**config.mk**
```make
export PLATFORM = sky130hd
export DESIGN_NAME = isf_engine
export DESIGN_NICKNAME = d
export VERILOG_FILES = /design/src/common/isf_pkg.sv /design/src/rtl/isf_byte_buffer.sv /design/src/rtl/isf_engine.sv
export VERILOG_INCLUDE_DIRS = /design/src /design/src/common
export SDC_FILE = /design/constraint.sdc
export NUM_CORES = 1
export LEC_CHECK = 0
export ABC_CLOCK_PERIOD_IN_PS = 2500
export BUFFER_PORTS_ARGS = -buffer_cell sky130_fd_sc_hd__buf_2
export CORE_MARGIN = 3
export CORE_UTILIZATION = 45
export CTS_BUF_LIST = sky130_fd_sc_hd__clkbuf_2 sky130_fd_sc_hd__clkbuf_4 sky130_fd_sc_hd__clkbuf_8
export DETAILED_ROUTE_END_ITERATION = 8
export GPL_TIMING_DRIVEN = 1
export PLACE_DENSITY_LB_ADDON = 0.25
export RECOVER_POWER = 50
export SYNTH_ARGS = -nofsm -noshare
export SYNTH_HDL_FRONTEND = slang
export SYNTH_SLANG_ARGS = --single-unit
```
**constraint.sdc**
```tcl
create_clock -name clk -period 2.5 [get_ports clk]
set_input_delay 0.125 -clock clk [delete_from_list [all_inputs] [get_ports clk]]
set_output_delay 0.125 -clock clk [all_outputs]
set_load 0.01 [all_outputs]
```
**src/common/isf_defines.svh**
```systemverilog
`ifndef ISF_DEFINES_SVH
`define ISF_DEFINES_SVH
// ==========================================================
// register offsets and reset values
`define ISF_OFS_FILTER   8'hdb
`define ISF_OFS_DATA     8'hde
`define ISF_OFS_OWNID    8'hdf
`define ISF_RST_BYTE     8'h00
// ==========================================================
// field positions
`define ISF_FILT_EN_BIT  7
`define ISF_FILT_CNT_HI  6
`define ISF_OWN_HI       7
`define ISF_OWN_LO       1
`define ISF_MSB          7
// ==========================================================
// counts
`define ISF_BITS_BYTE    4'h8
`define ISF_BIT_ZERO     4'h0
`define ISF_BIT_ONE      4'h1
`define ISF_ONE_SAMPLE   8'h01
`define ISF_TICK_ONE     11'h001
// ==========================================================
// half periods of the bit clock in core clocks, per divisor select
`define ISF_HALF_DIV0    11'h010
`define ISF_HALF_DIV1    11'h018
`define ISF_HALF_DIV2    11'h01e
`define ISF_HALF_DIV3    11'h03c
`define ISF_HALF_DIV4    11'h078
`define ISF_HALF_DIV5    11'h0f0
`define ISF_HALF_DIV6    11'h1e0
`define ISF_HALF_DIV7    11'h3c0
`endif

```
**src/common/isf_pkg.sv**
```systemverilog
package isf_pkg;
  typedef logic [7:0] isf_byte_type;
  typedef enum logic [6:0] {
    ST_IDLE   = 7'h01,
    ST_FILT   = 7'h02,
    ST_MSTART = 7'h04,
    ST_SHIFT  = 7'h08,
    ST_ACK    = 7'h10,
    ST_STALL  = 7'h20,
    ST_MSTOP  = 7'h40
  } isf_state_type;
endpackage

```
**src/rtl/isf_byte_buffer.sv**
```systemverilog
`timescale 1ns/1ns
`default_nettype none
module isf_byte_buffer (
  // clock and reset
  input  wire logic           clk,
  input  wire logic           reset,
  // fill side
  input  wire logic           in_valid,
  output logic                in_ready,
  input  wire isf_pkg::isf_byte_type in_data,
  // drain side
  output logic                out_valid,
  input  wire logic           out_ready,
  output isf_pkg::isf_byte_type out_data
);
  import isf_pkg::*;
  isf_byte_type mem [2];
  isf_byte_type next_mem [2];
  logic         wr_ptr;
  logic         rd_ptr;
  logic [1:0]   count;
  logic         next_wr_ptr;
  logic         next_rd_ptr;
  logic [1:0]   next_count;
  logic         push;
  logic         pop;

  assign in_ready  = (count != 2'h2);
  assign out_valid = (count != 2'h0);
  assign out_data  = mem[rd_ptr];
  assign push      = in_valid & in_ready;
  assign pop       = out_valid & out_ready;

  always_comb begin
    next_mem    = mem;
    next_wr_ptr = wr_ptr;
    next_rd_ptr = rd_ptr;
    next_count  = count;
    if (push) begin
      next_mem[wr_ptr] = in_data;
      next_wr_ptr      = ~wr_ptr;
    end
    if (pop) begin
      next_rd_ptr = ~rd_ptr;
    end
    if (push && !pop) begin
      next_count = count + 2'h1;
    end else if (pop && !push) begin
      next_count = count - 2'h1;
    end
  end

  always_ff @(posedge clk) begin
    if (reset) begin
      mem[0] <= 8'h00;
      mem[1] <= 8'h00;
      wr_ptr <= 1'b0;
      rd_ptr <= 1'b0;
      count  <= 2'h0;
    end else begin
      mem    <= next_mem;
      wr_ptr <= next_wr_ptr;
      rd_ptr <= next_rd_ptr;
      count  <= next_count;
    end
  end
endmodule
`default_nettype wire

```
**src/rtl/isf_engine.sv**
```systemverilog
`timescale 1ns/1ns
`default_nettype none
`include "isf_defines.svh"
module isf_engine (
  // clock and reset
  input  wire logic           clk,
  input  wire logic           reset,
  // special function register port
  input  wire logic [7:0]     sfr_addr,
  input  wire logic           sfr_wr,
  input  wire logic           sfr_rd,
  input  wire isf_pkg::isf_byte_type sfr_wdata,
  output isf_pkg::isf_byte_type sfr_rdata,
  // control bits
  input  wire logic           interface_enable,
  input  wire logic           begin_condition_request,
  input  wire logic           end_condition_request,
  input  wire logic           ack_enable,
  input  wire logic [2:0]     clock_divisor_select,
  input  wire logic           clear_byte_event,
  input  wire logic           clear_own_match,
  // status bits
  output logic                byte_event_flag,
  output logic                own_match_flag,
  output logic                line_occupied_flag,
  output logic                tx_mode_flag,
  output logic                master_flag,
  output logic                ack_resp_flag,
  output logic                begin_request_done,
  output logic                end_request_done,
  // bus lines
  input  wire logic           scl_in,
  output logic                scl_out,
  output logic                scl_oe,
  input  wire logic           sda_in,
  output logic                sda_out,
  output logic                sda_oe
);
  import isf_pkg::*;

  // ==========================================================
  // half bit period for the selected divisor
  function automatic logic [10:0] half_div(input logic [2:0] sel);
    case (sel)
      3'h0:    half_div = `ISF_HALF_DIV0;
      3'h1:    half_div = `ISF_HALF_DIV1;
      3'h2:    half_div = `ISF_HALF_DIV2;
      3'h3:    half_div = `ISF_HALF_DIV3;
      3'h4:    half_div = `ISF_HALF_DIV4;
      3'h5:    half_div = `ISF_HALF_DIV5;
      3'h6:    half_div = `ISF_HALF_DIV6;
      default: half_div = `ISF_HALF_DIV7;
    endcase
  endfunction

  // ==========================================================
  // state
  isf_state_type state, next_state;
  isf_byte_type  begin_filter_reg, next_begin_filter_reg;
  isf_byte_type  own_id_reg, next_own_id_reg;
  isf_byte_type  serial_shift_reg, next_serial_shift_reg;
  isf_byte_type  next_sfr_rdata;
  logic [7:0]    samp, next_samp;
  logic [3:0]    bit_cnt, next_bit_cnt;
  logic [10:0]   tick_cnt, next_tick_cnt;
  logic          addr_phase, next_addr_phase;
  logic          phase, next_phase;
  logic          drv_sda, next_drv_sda;
  logic          m_scl_low, next_m_scl_low;
  logic          pend_push, next_pend_push;
  logic          next_byte_event, next_own_match, next_busy;
  logic          next_tx_mode, next_master, next_ack_resp;
  logic          next_begin_done, next_end_done;
  logic          scl_s1, scl_s2, scl_p, sda_s1, sda_s2, sda_p;
  logic          scl_rise, scl_fall, start_seen, stop_seen, tick;
  logic          wr_data, rd_data, own_match_now, push_rx;
  logic          buf_in_ready, buf_out_valid;
  isf_byte_type  buf_out_data;

  // ==========================================================
  // line events, seen only from the second synchroniser stage
  assign scl_rise   = scl_s2 & ~scl_p;
  assign scl_fall   = ~scl_s2 & scl_p;
  assign start_seen = scl_s2 & scl_p & sda_p & ~sda_s2;
  assign stop_seen  = scl_s2 & scl_p & ~sda_p & sda_s2;
  assign tick       = (tick_cnt == 11'h000);
  assign wr_data    = sfr_wr && (sfr_addr == `ISF_OFS_DATA);
  assign rd_data    = sfr_rd && (sfr_addr == `ISF_OFS_DATA);
  assign own_match_now = (serial_shift_reg[`ISF_OWN_HI:`ISF_OWN_LO]
                          == own_id_reg[`ISF_OWN_HI:`ISF_OWN_LO]);
  assign push_rx    = addr_phase ? ~master_flag : ~tx_mode_flag;

  // ==========================================================
  // line drivers: open drain, only ever pull low
  assign scl_out = 1'b0;
  assign sda_out = 1'b0;
  assign scl_oe  = interface_enable & ((state == ST_STALL) | m_scl_low);
  assign sda_oe  = interface_enable & drv_sda;

  // ==========================================================
  // received bytes wait here until firmware reads them
  isf_byte_buffer u_rx_buffer (
    .clk       (clk),
    .reset     (reset),
    .in_valid  (pend_push),
    .in_ready  (buf_in_ready),
    .in_data   (serial_shift_reg),
    .out_valid (buf_out_valid),
    .out_ready (rd_data),
    .out_data  (buf_out_data)
  );

  // ==========================================================
  // next values
  always_comb begin
    next_state            = state;
    next_begin_filter_reg = begin_filter_reg;
    next_own_id_reg       = own_id_reg;
    next_serial_shift_reg = serial_shift_reg;
    next_sfr_rdata        = sfr_rdata;
    next_samp             = samp;
    next_bit_cnt          = bit_cnt;
    next_addr_phase       = addr_phase;
    next_phase            = phase;
    next_drv_sda          = drv_sda;
    next_m_scl_low        = m_scl_low;
    next_pend_push        = pend_push;
    next_tx_mode          = tx_mode_flag;
    next_master           = master_flag;
    next_ack_resp         = ack_resp_flag;
    next_begin_done       = 1'b0;
    next_end_done         = 1'b0;
    next_tick_cnt = tick ? half_div(clock_divisor_select) - `ISF_TICK_ONE
                         : tick_cnt - `ISF_TICK_ONE;
    next_busy = line_occupied_flag;
    if (start_seen) begin
      next_busy = 1'b1;
    end else if (stop_seen) begin
      next_busy = 1'b0;
    end
    // firmware clears, a same-cycle set below wins
    next_byte_event = clear_byte_event ? 1'b0 : byte_event_flag;
    next_own_match  = clear_own_match ? 1'b0 : own_match_flag;
    // register port
    if (sfr_wr && sfr_addr == `ISF_OFS_FILTER) begin
      next_begin_filter_reg = sfr_wdata;
    end else if (sfr_wr && sfr_addr == `ISF_OFS_OWNID) begin
      next_own_id_reg = sfr_wdata;
    end
    if (sfr_rd) begin
      if (sfr_addr == `ISF_OFS_FILTER) begin
        next_sfr_rdata = begin_filter_reg;
      end else if (sfr_addr == `ISF_OFS_DATA) begin
        next_sfr_rdata = buf_out_valid ? buf_out_data : serial_shift_reg;
      end else if (sfr_addr == `ISF_OFS_OWNID) begin
        next_sfr_rdata = own_id_reg;
      end else begin
        next_sfr_rdata = `ISF_RST_BYTE;
      end
    end
    // master clock: release on a tick, pull low a half period after high
    if (master_flag && tick && (state == ST_SHIFT || state == ST_ACK)) begin
      if (m_scl_low) begin
        next_m_scl_low = 1'b0;
      end else if (scl_s2) begin
        next_m_scl_low = 1'b1;
      end
    end
    case (state)
      ST_IDLE: begin
        next_drv_sda   = 1'b0;
        next_m_scl_low = 1'b0;
        next_master    = 1'b0;
        if (wr_data) begin
          next_serial_shift_reg = sfr_wdata;
        end
        if (begin_condition_request && !line_occupied_flag) begin
          next_state = ST_MSTART;
          next_phase = 1'b0;
        end else if (start_seen) begin
          next_state = ST_FILT;
          next_samp  = begin_filter_reg[`ISF_FILT_EN_BIT]
                     ? {1'b0, begin_filter_reg[`ISF_FILT_CNT_HI:0]} + `ISF_ONE_SAMPLE
                     : `ISF_ONE_SAMPLE;
        end
      end
      ST_FILT: begin
        // one sample per core clock
        if (!sda_s2 && scl_s2) begin
          if (samp == `ISF_ONE_SAMPLE) begin
            next_state      = ST_SHIFT;
            next_bit_cnt    = `ISF_BIT_ZERO;
            next_addr_phase = 1'b1;
            next_tx_mode    = 1'b0;
          end else begin
            next_samp = samp - `ISF_ONE_SAMPLE;
          end
        end else begin
          next_state = ST_IDLE;
        end
      end
      ST_MSTART: begin
        next_drv_sda = 1'b1;
        if (tick) begin
          if (!phase) begin
            next_phase = 1'b1;
          end else begin
            next_m_scl_low  = 1'b1;
            next_state      = ST_SHIFT;
            next_master     = 1'b1;
            next_tx_mode    = 1'b1;
            next_addr_phase = 1'b1;
            next_bit_cnt    = `ISF_BIT_ZERO;
            next_begin_done = 1'b1;
          end
        end
      end
      ST_SHIFT: begin
        if (scl_rise) begin
          next_serial_shift_reg = {serial_shift_reg[6:0], sda_s2};
          next_bit_cnt          = bit_cnt + `ISF_BIT_ONE;
        end else if (scl_fall) begin
          if (bit_cnt == `ISF_BITS_BYTE) begin
            next_state   = ST_ACK;
            next_drv_sda = push_rx & ack_enable;
            if (addr_phase && !master_flag) begin
              if (own_match_now) begin
                next_own_match  = 1'b1;
                next_byte_event = 1'b1;
              end else begin
                next_state   = ST_IDLE;
                next_drv_sda = 1'b0;
              end
            end
          end else begin
            next_drv_sda = tx_mode_flag & ~serial_shift_reg[`ISF_MSB];
          end
        end
      end
      ST_ACK: begin
        if (scl_rise) begin
          next_ack_resp = sda_s2;
        end else if (scl_fall) begin
          next_state      = ST_STALL;
          next_drv_sda    = 1'b0;
          next_byte_event = 1'b1;
          next_pend_push  = push_rx & ~(addr_phase & serial_shift_reg[0]);
          next_addr_phase = 1'b0;
          if (addr_phase) begin
            next_tx_mode = master_flag ? ~serial_shift_reg[0]
                                       : serial_shift_reg[0];
          end
        end
      end
      ST_STALL: begin
        if (pend_push && buf_in_ready) begin
          next_pend_push = 1'b0;
        end
        if (!pend_push && ((tx_mode_flag && wr_data) ||
                           (!tx_mode_flag && rd_data))) begin
          if (wr_data) begin
            next_serial_shift_reg = sfr_wdata;
          end
          next_bit_cnt = `ISF_BIT_ZERO;
          if (master_flag && end_condition_request) begin
            next_state   = ST_MSTOP;
            next_phase   = 1'b0;
            next_drv_sda = 1'b1;
          end else begin
            next_state   = ST_SHIFT;
            next_drv_sda = tx_mode_flag & ~sfr_wdata[`ISF_MSB];
          end
        end
      end
      ST_MSTOP: begin
        if (tick) begin
          if (!phase) begin
            next_m_scl_low = 1'b0;
            next_phase     = 1'b1;
          end else if (scl_s2) begin
            next_drv_sda   = 1'b0;
            next_state     = ST_IDLE;
            next_master    = 1'b0;
            next_end_done  = 1'b1;
          end
        end
      end
      default: begin
        next_state = ST_IDLE;
      end
    endcase
    // a stop on the line ends any slave transfer
    if (stop_seen && !master_flag && state != ST_IDLE) begin
      next_state   = ST_IDLE;
      next_drv_sda = 1'b0;
    end
    if (!interface_enable) begin
      next_state     = ST_IDLE;
      next_drv_sda   = 1'b0;
      next_m_scl_low = 1'b0;
      next_master    = 1'b0;
    end
  end

  // ==========================================================
  // registers
  always_ff @(posedge clk) begin
    scl_s1 <= scl_in;
    scl_s2 <= scl_s1;
    scl_p  <= scl_s2;
    sda_s1 <= sda_in;
    sda_s2 <= sda_s1;
    sda_p  <= sda_s2;
    if (reset) begin
      state              <= ST_IDLE;
      begin_filter_reg   <= `ISF_RST_BYTE;
      own_id_reg         <= `ISF_RST_BYTE;
      serial_shift_reg   <= `ISF_RST_BYTE;
      sfr_rdata          <= `ISF_RST_BYTE;
      samp               <= 8'h00;
      bit_cnt            <= 4'h0;
      tick_cnt           <= 11'h000;
      addr_phase         <= 1'b0;
      phase              <= 1'b0;
      drv_sda            <= 1'b0;
      m_scl_low          <= 1'b0;
      pend_push          <= 1'b0;
      byte_event_flag    <= 1'b0;
      own_match_flag     <= 1'b0;
      line_occupied_flag <= 1'b0;
      tx_mode_flag       <= 1'b0;
      master_flag        <= 1'b0;
      ack_resp_flag      <= 1'b0;
      begin_request_done <= 1'b0;
      end_request_done   <= 1'b0;
    end else begin
      state              <= next_state;
      begin_filter_reg   <= next_begin_filter_reg;
      own_id_reg         <= next_own_id_reg;
      serial_shift_reg   <= next_serial_shift_reg;
      sfr_rdata          <= next_sfr_rdata;
      samp               <= next_samp;
      bit_cnt            <= next_bit_cnt;
      tick_cnt           <= next_tick_cnt;
      addr_phase         <= next_addr_phase;
      phase              <= next_phase;
      drv_sda            <= next_drv_sda;
      m_scl_low          <= next_m_scl_low;
      pend_push          <= next_pend_push;
      byte_event_flag    <= next_byte_event;
      own_match_flag     <= next_own_match;
      line_occupied_flag <= next_busy;
      tx_mode_flag       <= next_tx_mode;
      master_flag        <= next_master;
      ack_resp_flag      <= next_ack_resp;
      begin_request_done <= next_begin_done;
      end_request_done   <= next_end_done;
    end
  end
endmodule
`default_nettype wire

```
==> impl_metrics.yaml <==
global_route:
  grt_first_pass_wirelength_um: 23000
  grt_overflow: 0
  grt_max_degree: 35
  grt_pass1_vias: 4511
  antenna_found_initial: 0
  grt_use_total: 0.216
die:
  coreArea_sq_um: 11600
  row_count: 39
  die_area_sq_um: 13300
  ios: 51
  die_width_um: 115
  start_util: 0.465
  dieHeight_um: 115
yosys:
  synth_cell_types: 63
  synth_most_common_cell: "dfxtp_1"
  syn_inst: 656
  netlist_area_sq_um: 5380
  synth_edf_count: 0
  ys_seq_area_frac: 0.376
  synth-async-reset-ratio: 0
  synth_ff_type: "dfxtp_1"
  synth.area.top_cells: "dfxtp_1 38%, mux2i_1 6.9%, nor2_1 5.9%"
  synth_common_cells: "101 x dfxtp_1, 85 x nor2_1, 61 x a21oi_1"
  synth_top_area_frac: 0.376
  synth_warnings: 0
  synth_top_cell_by_area: "dfxtp_1"
  synth_seq_cells: 101
  syn_area_per_cell_sq_um: 8.19
routing:
  drt-total-wl_um: 14000
  wl_per_cell_um: 16.6
  antenna_left: 0
  num_vias: 4882
  drt-initial-drc-count: 489
  drt-pass1-iter-count: 5
  drc: 0
  drt-vias-per-instance: 5.79
sta:
  slew-limit-headroom: 0.468
  fin_skew_ns: 0.0163
  setup_tns_ns: 0
  worst_pin_slew_ns: 0.798
  fin_crit_sh: 0.920
  layout_setup_ws_ns: 0.200
  hold_viol: 0
  drv_slew: 0
  hold_slack_ns: 0.0248
  max_freq_mhz: 435
  period_minus_slack_ns: 2.30
  rsz0062_at_grt: "false"
  setup_viol: 0
power:
  leakagePower_nw: 2.15
  total_power_mw: 3.44
  powerDensity_nw_per_um2: 580
  ir_worst_vdd_mv: 0.348
placement:
  globalplace.congestion: 0.868
  place_inst: 824
  hpwl_um: 10300
  port_buffers: 48
  place_ws_ns: 0.165
  placed_area_sq_um: 5730
critical_path:
  critical_path_class: "reg2reg"
  setup.worst_path.start_class: "flip-flop"
  critPathCaptureType: "flip-flop"
  cp.required_ns: 2.79
  arrival_ns: 2.59
  cp_max_fo: 11
job:
  maxCapViolCount: 0
final_layout:
  antenna_cells: 0
  fillers: 1156
  fin_area_sq_um: 5930
  syn_to_final_growth_pct: 10.3
  nNetsFinal: 733
  multi_input_area_sq_um: 3100
  largest_reg_flops: 16
  seq_area_sq_um: 2020
  drive_gt1_frac: 0.116
  final_util: 0.512
  fin_cells: 843
  largest_registers: "u_rx_buffer.mem x16, tick_cnt x11"
  largest-register: "u_rx_buffer.mem"
clock_network:
  cts.root.buffer_cell: "clkbuf_8"
  clkTransAtPathRegs_ns: 0.11
  cts_setup_buffers: 0
  cts_tree: "yes"
  insertion_delay_ns: 0.40
  cts_htree_levels: 3
  cts.sinks: 101
  clockBufferDepth: 2
  cts_buffers: 9
worst_hold_path:
  min_path_type: "in2reg"
status:
  outcome: "finished, final reports clean"
critical path, cell delays in order, from the launching register on:
cell      delay [ns]
dfxtp_1         0.59
nor3b_1         0.19
a22oi_1         0.31
o221ai_1        0.24
nor4_4          0.53
o221a_2         0.29
o21bai_1        0.06
cell usage in the layout, fill, tap and decap left out, drive strengths merged, types with 7 or more instances in the layout:
cell type / instances
a211oi: 18
a21oi: 62
a311oi: 10
and2: 7
and3: 9
buf: 46
clkbuf: 29
dfxtp: 101
ha: 7
inv: 23
mux2i: 37
nand2: 56
nand2b: 16
nand3: 26
nor2: 85
nor3: 15
nor3b: 8
nor4: 10
o21ai: 24
o221ai: 9
xnor2: 12
xor2: 11
report_power, final:
group | leakage [nW] | internal (mW) | total, mW | switching, mW
clock network | 0.0924 | 0.384 | 0.994 | 0.610
registers | 0.818 | 1.68 | 1.79 | 0.102
logic | 1.24 | 0.301 | 0.656 | 0.356
layer usage:
metal	part of all wire	wire, um	global-route usage	vias to the layer above
met5	0	0	0	-
met4	0.017	239	0.0649	0
met3	0.042	592	0.0416	24
met2	0.47	6550	0.347	119
met1	0.47	6630	0.296	2318
li1	-	-	-	2421
repair_timing:
action | 4_1_cts | 5_1_grt
hold buffers | 3 | 0
endpoints found under the hold margin | 3 | 0
setup endpoints to repair | 0 | 5
gates resized for setup | 0 | 2
layout make-up:
type                    count  share of cell area
inverters                  20              0.0127
clock buffers              10              0.0222
well taps                 143              0.0302
multi-input cells         495               0.524
flip-flops and latches    101               0.341
clock inverters             6             0.00781
repair buffers             68              0.0623
cells by family after synthesis:
group | share of synthesized area
fa+ha+maj | 0.0163
buf+inv | 0.0503
mux | 0.0710
xor+xnor | 0.0375
simple gates | 0.255
flops | 0.376
compound gates | 0.193
other cells | 0.000698
worst paths after layout:
path	startpoint	to	slack (ns)	depth (start not counted)
max reg2reg	state[2]	state[0]	0.20	6
max	state[2]	state[0]	0.20	6
min	sfr_wdata[3]	own_id_reg[3]	0.02	3
min reg2reg	scl_s1	scl_s2	0.34	0
(Power assumes the default switching activity.)
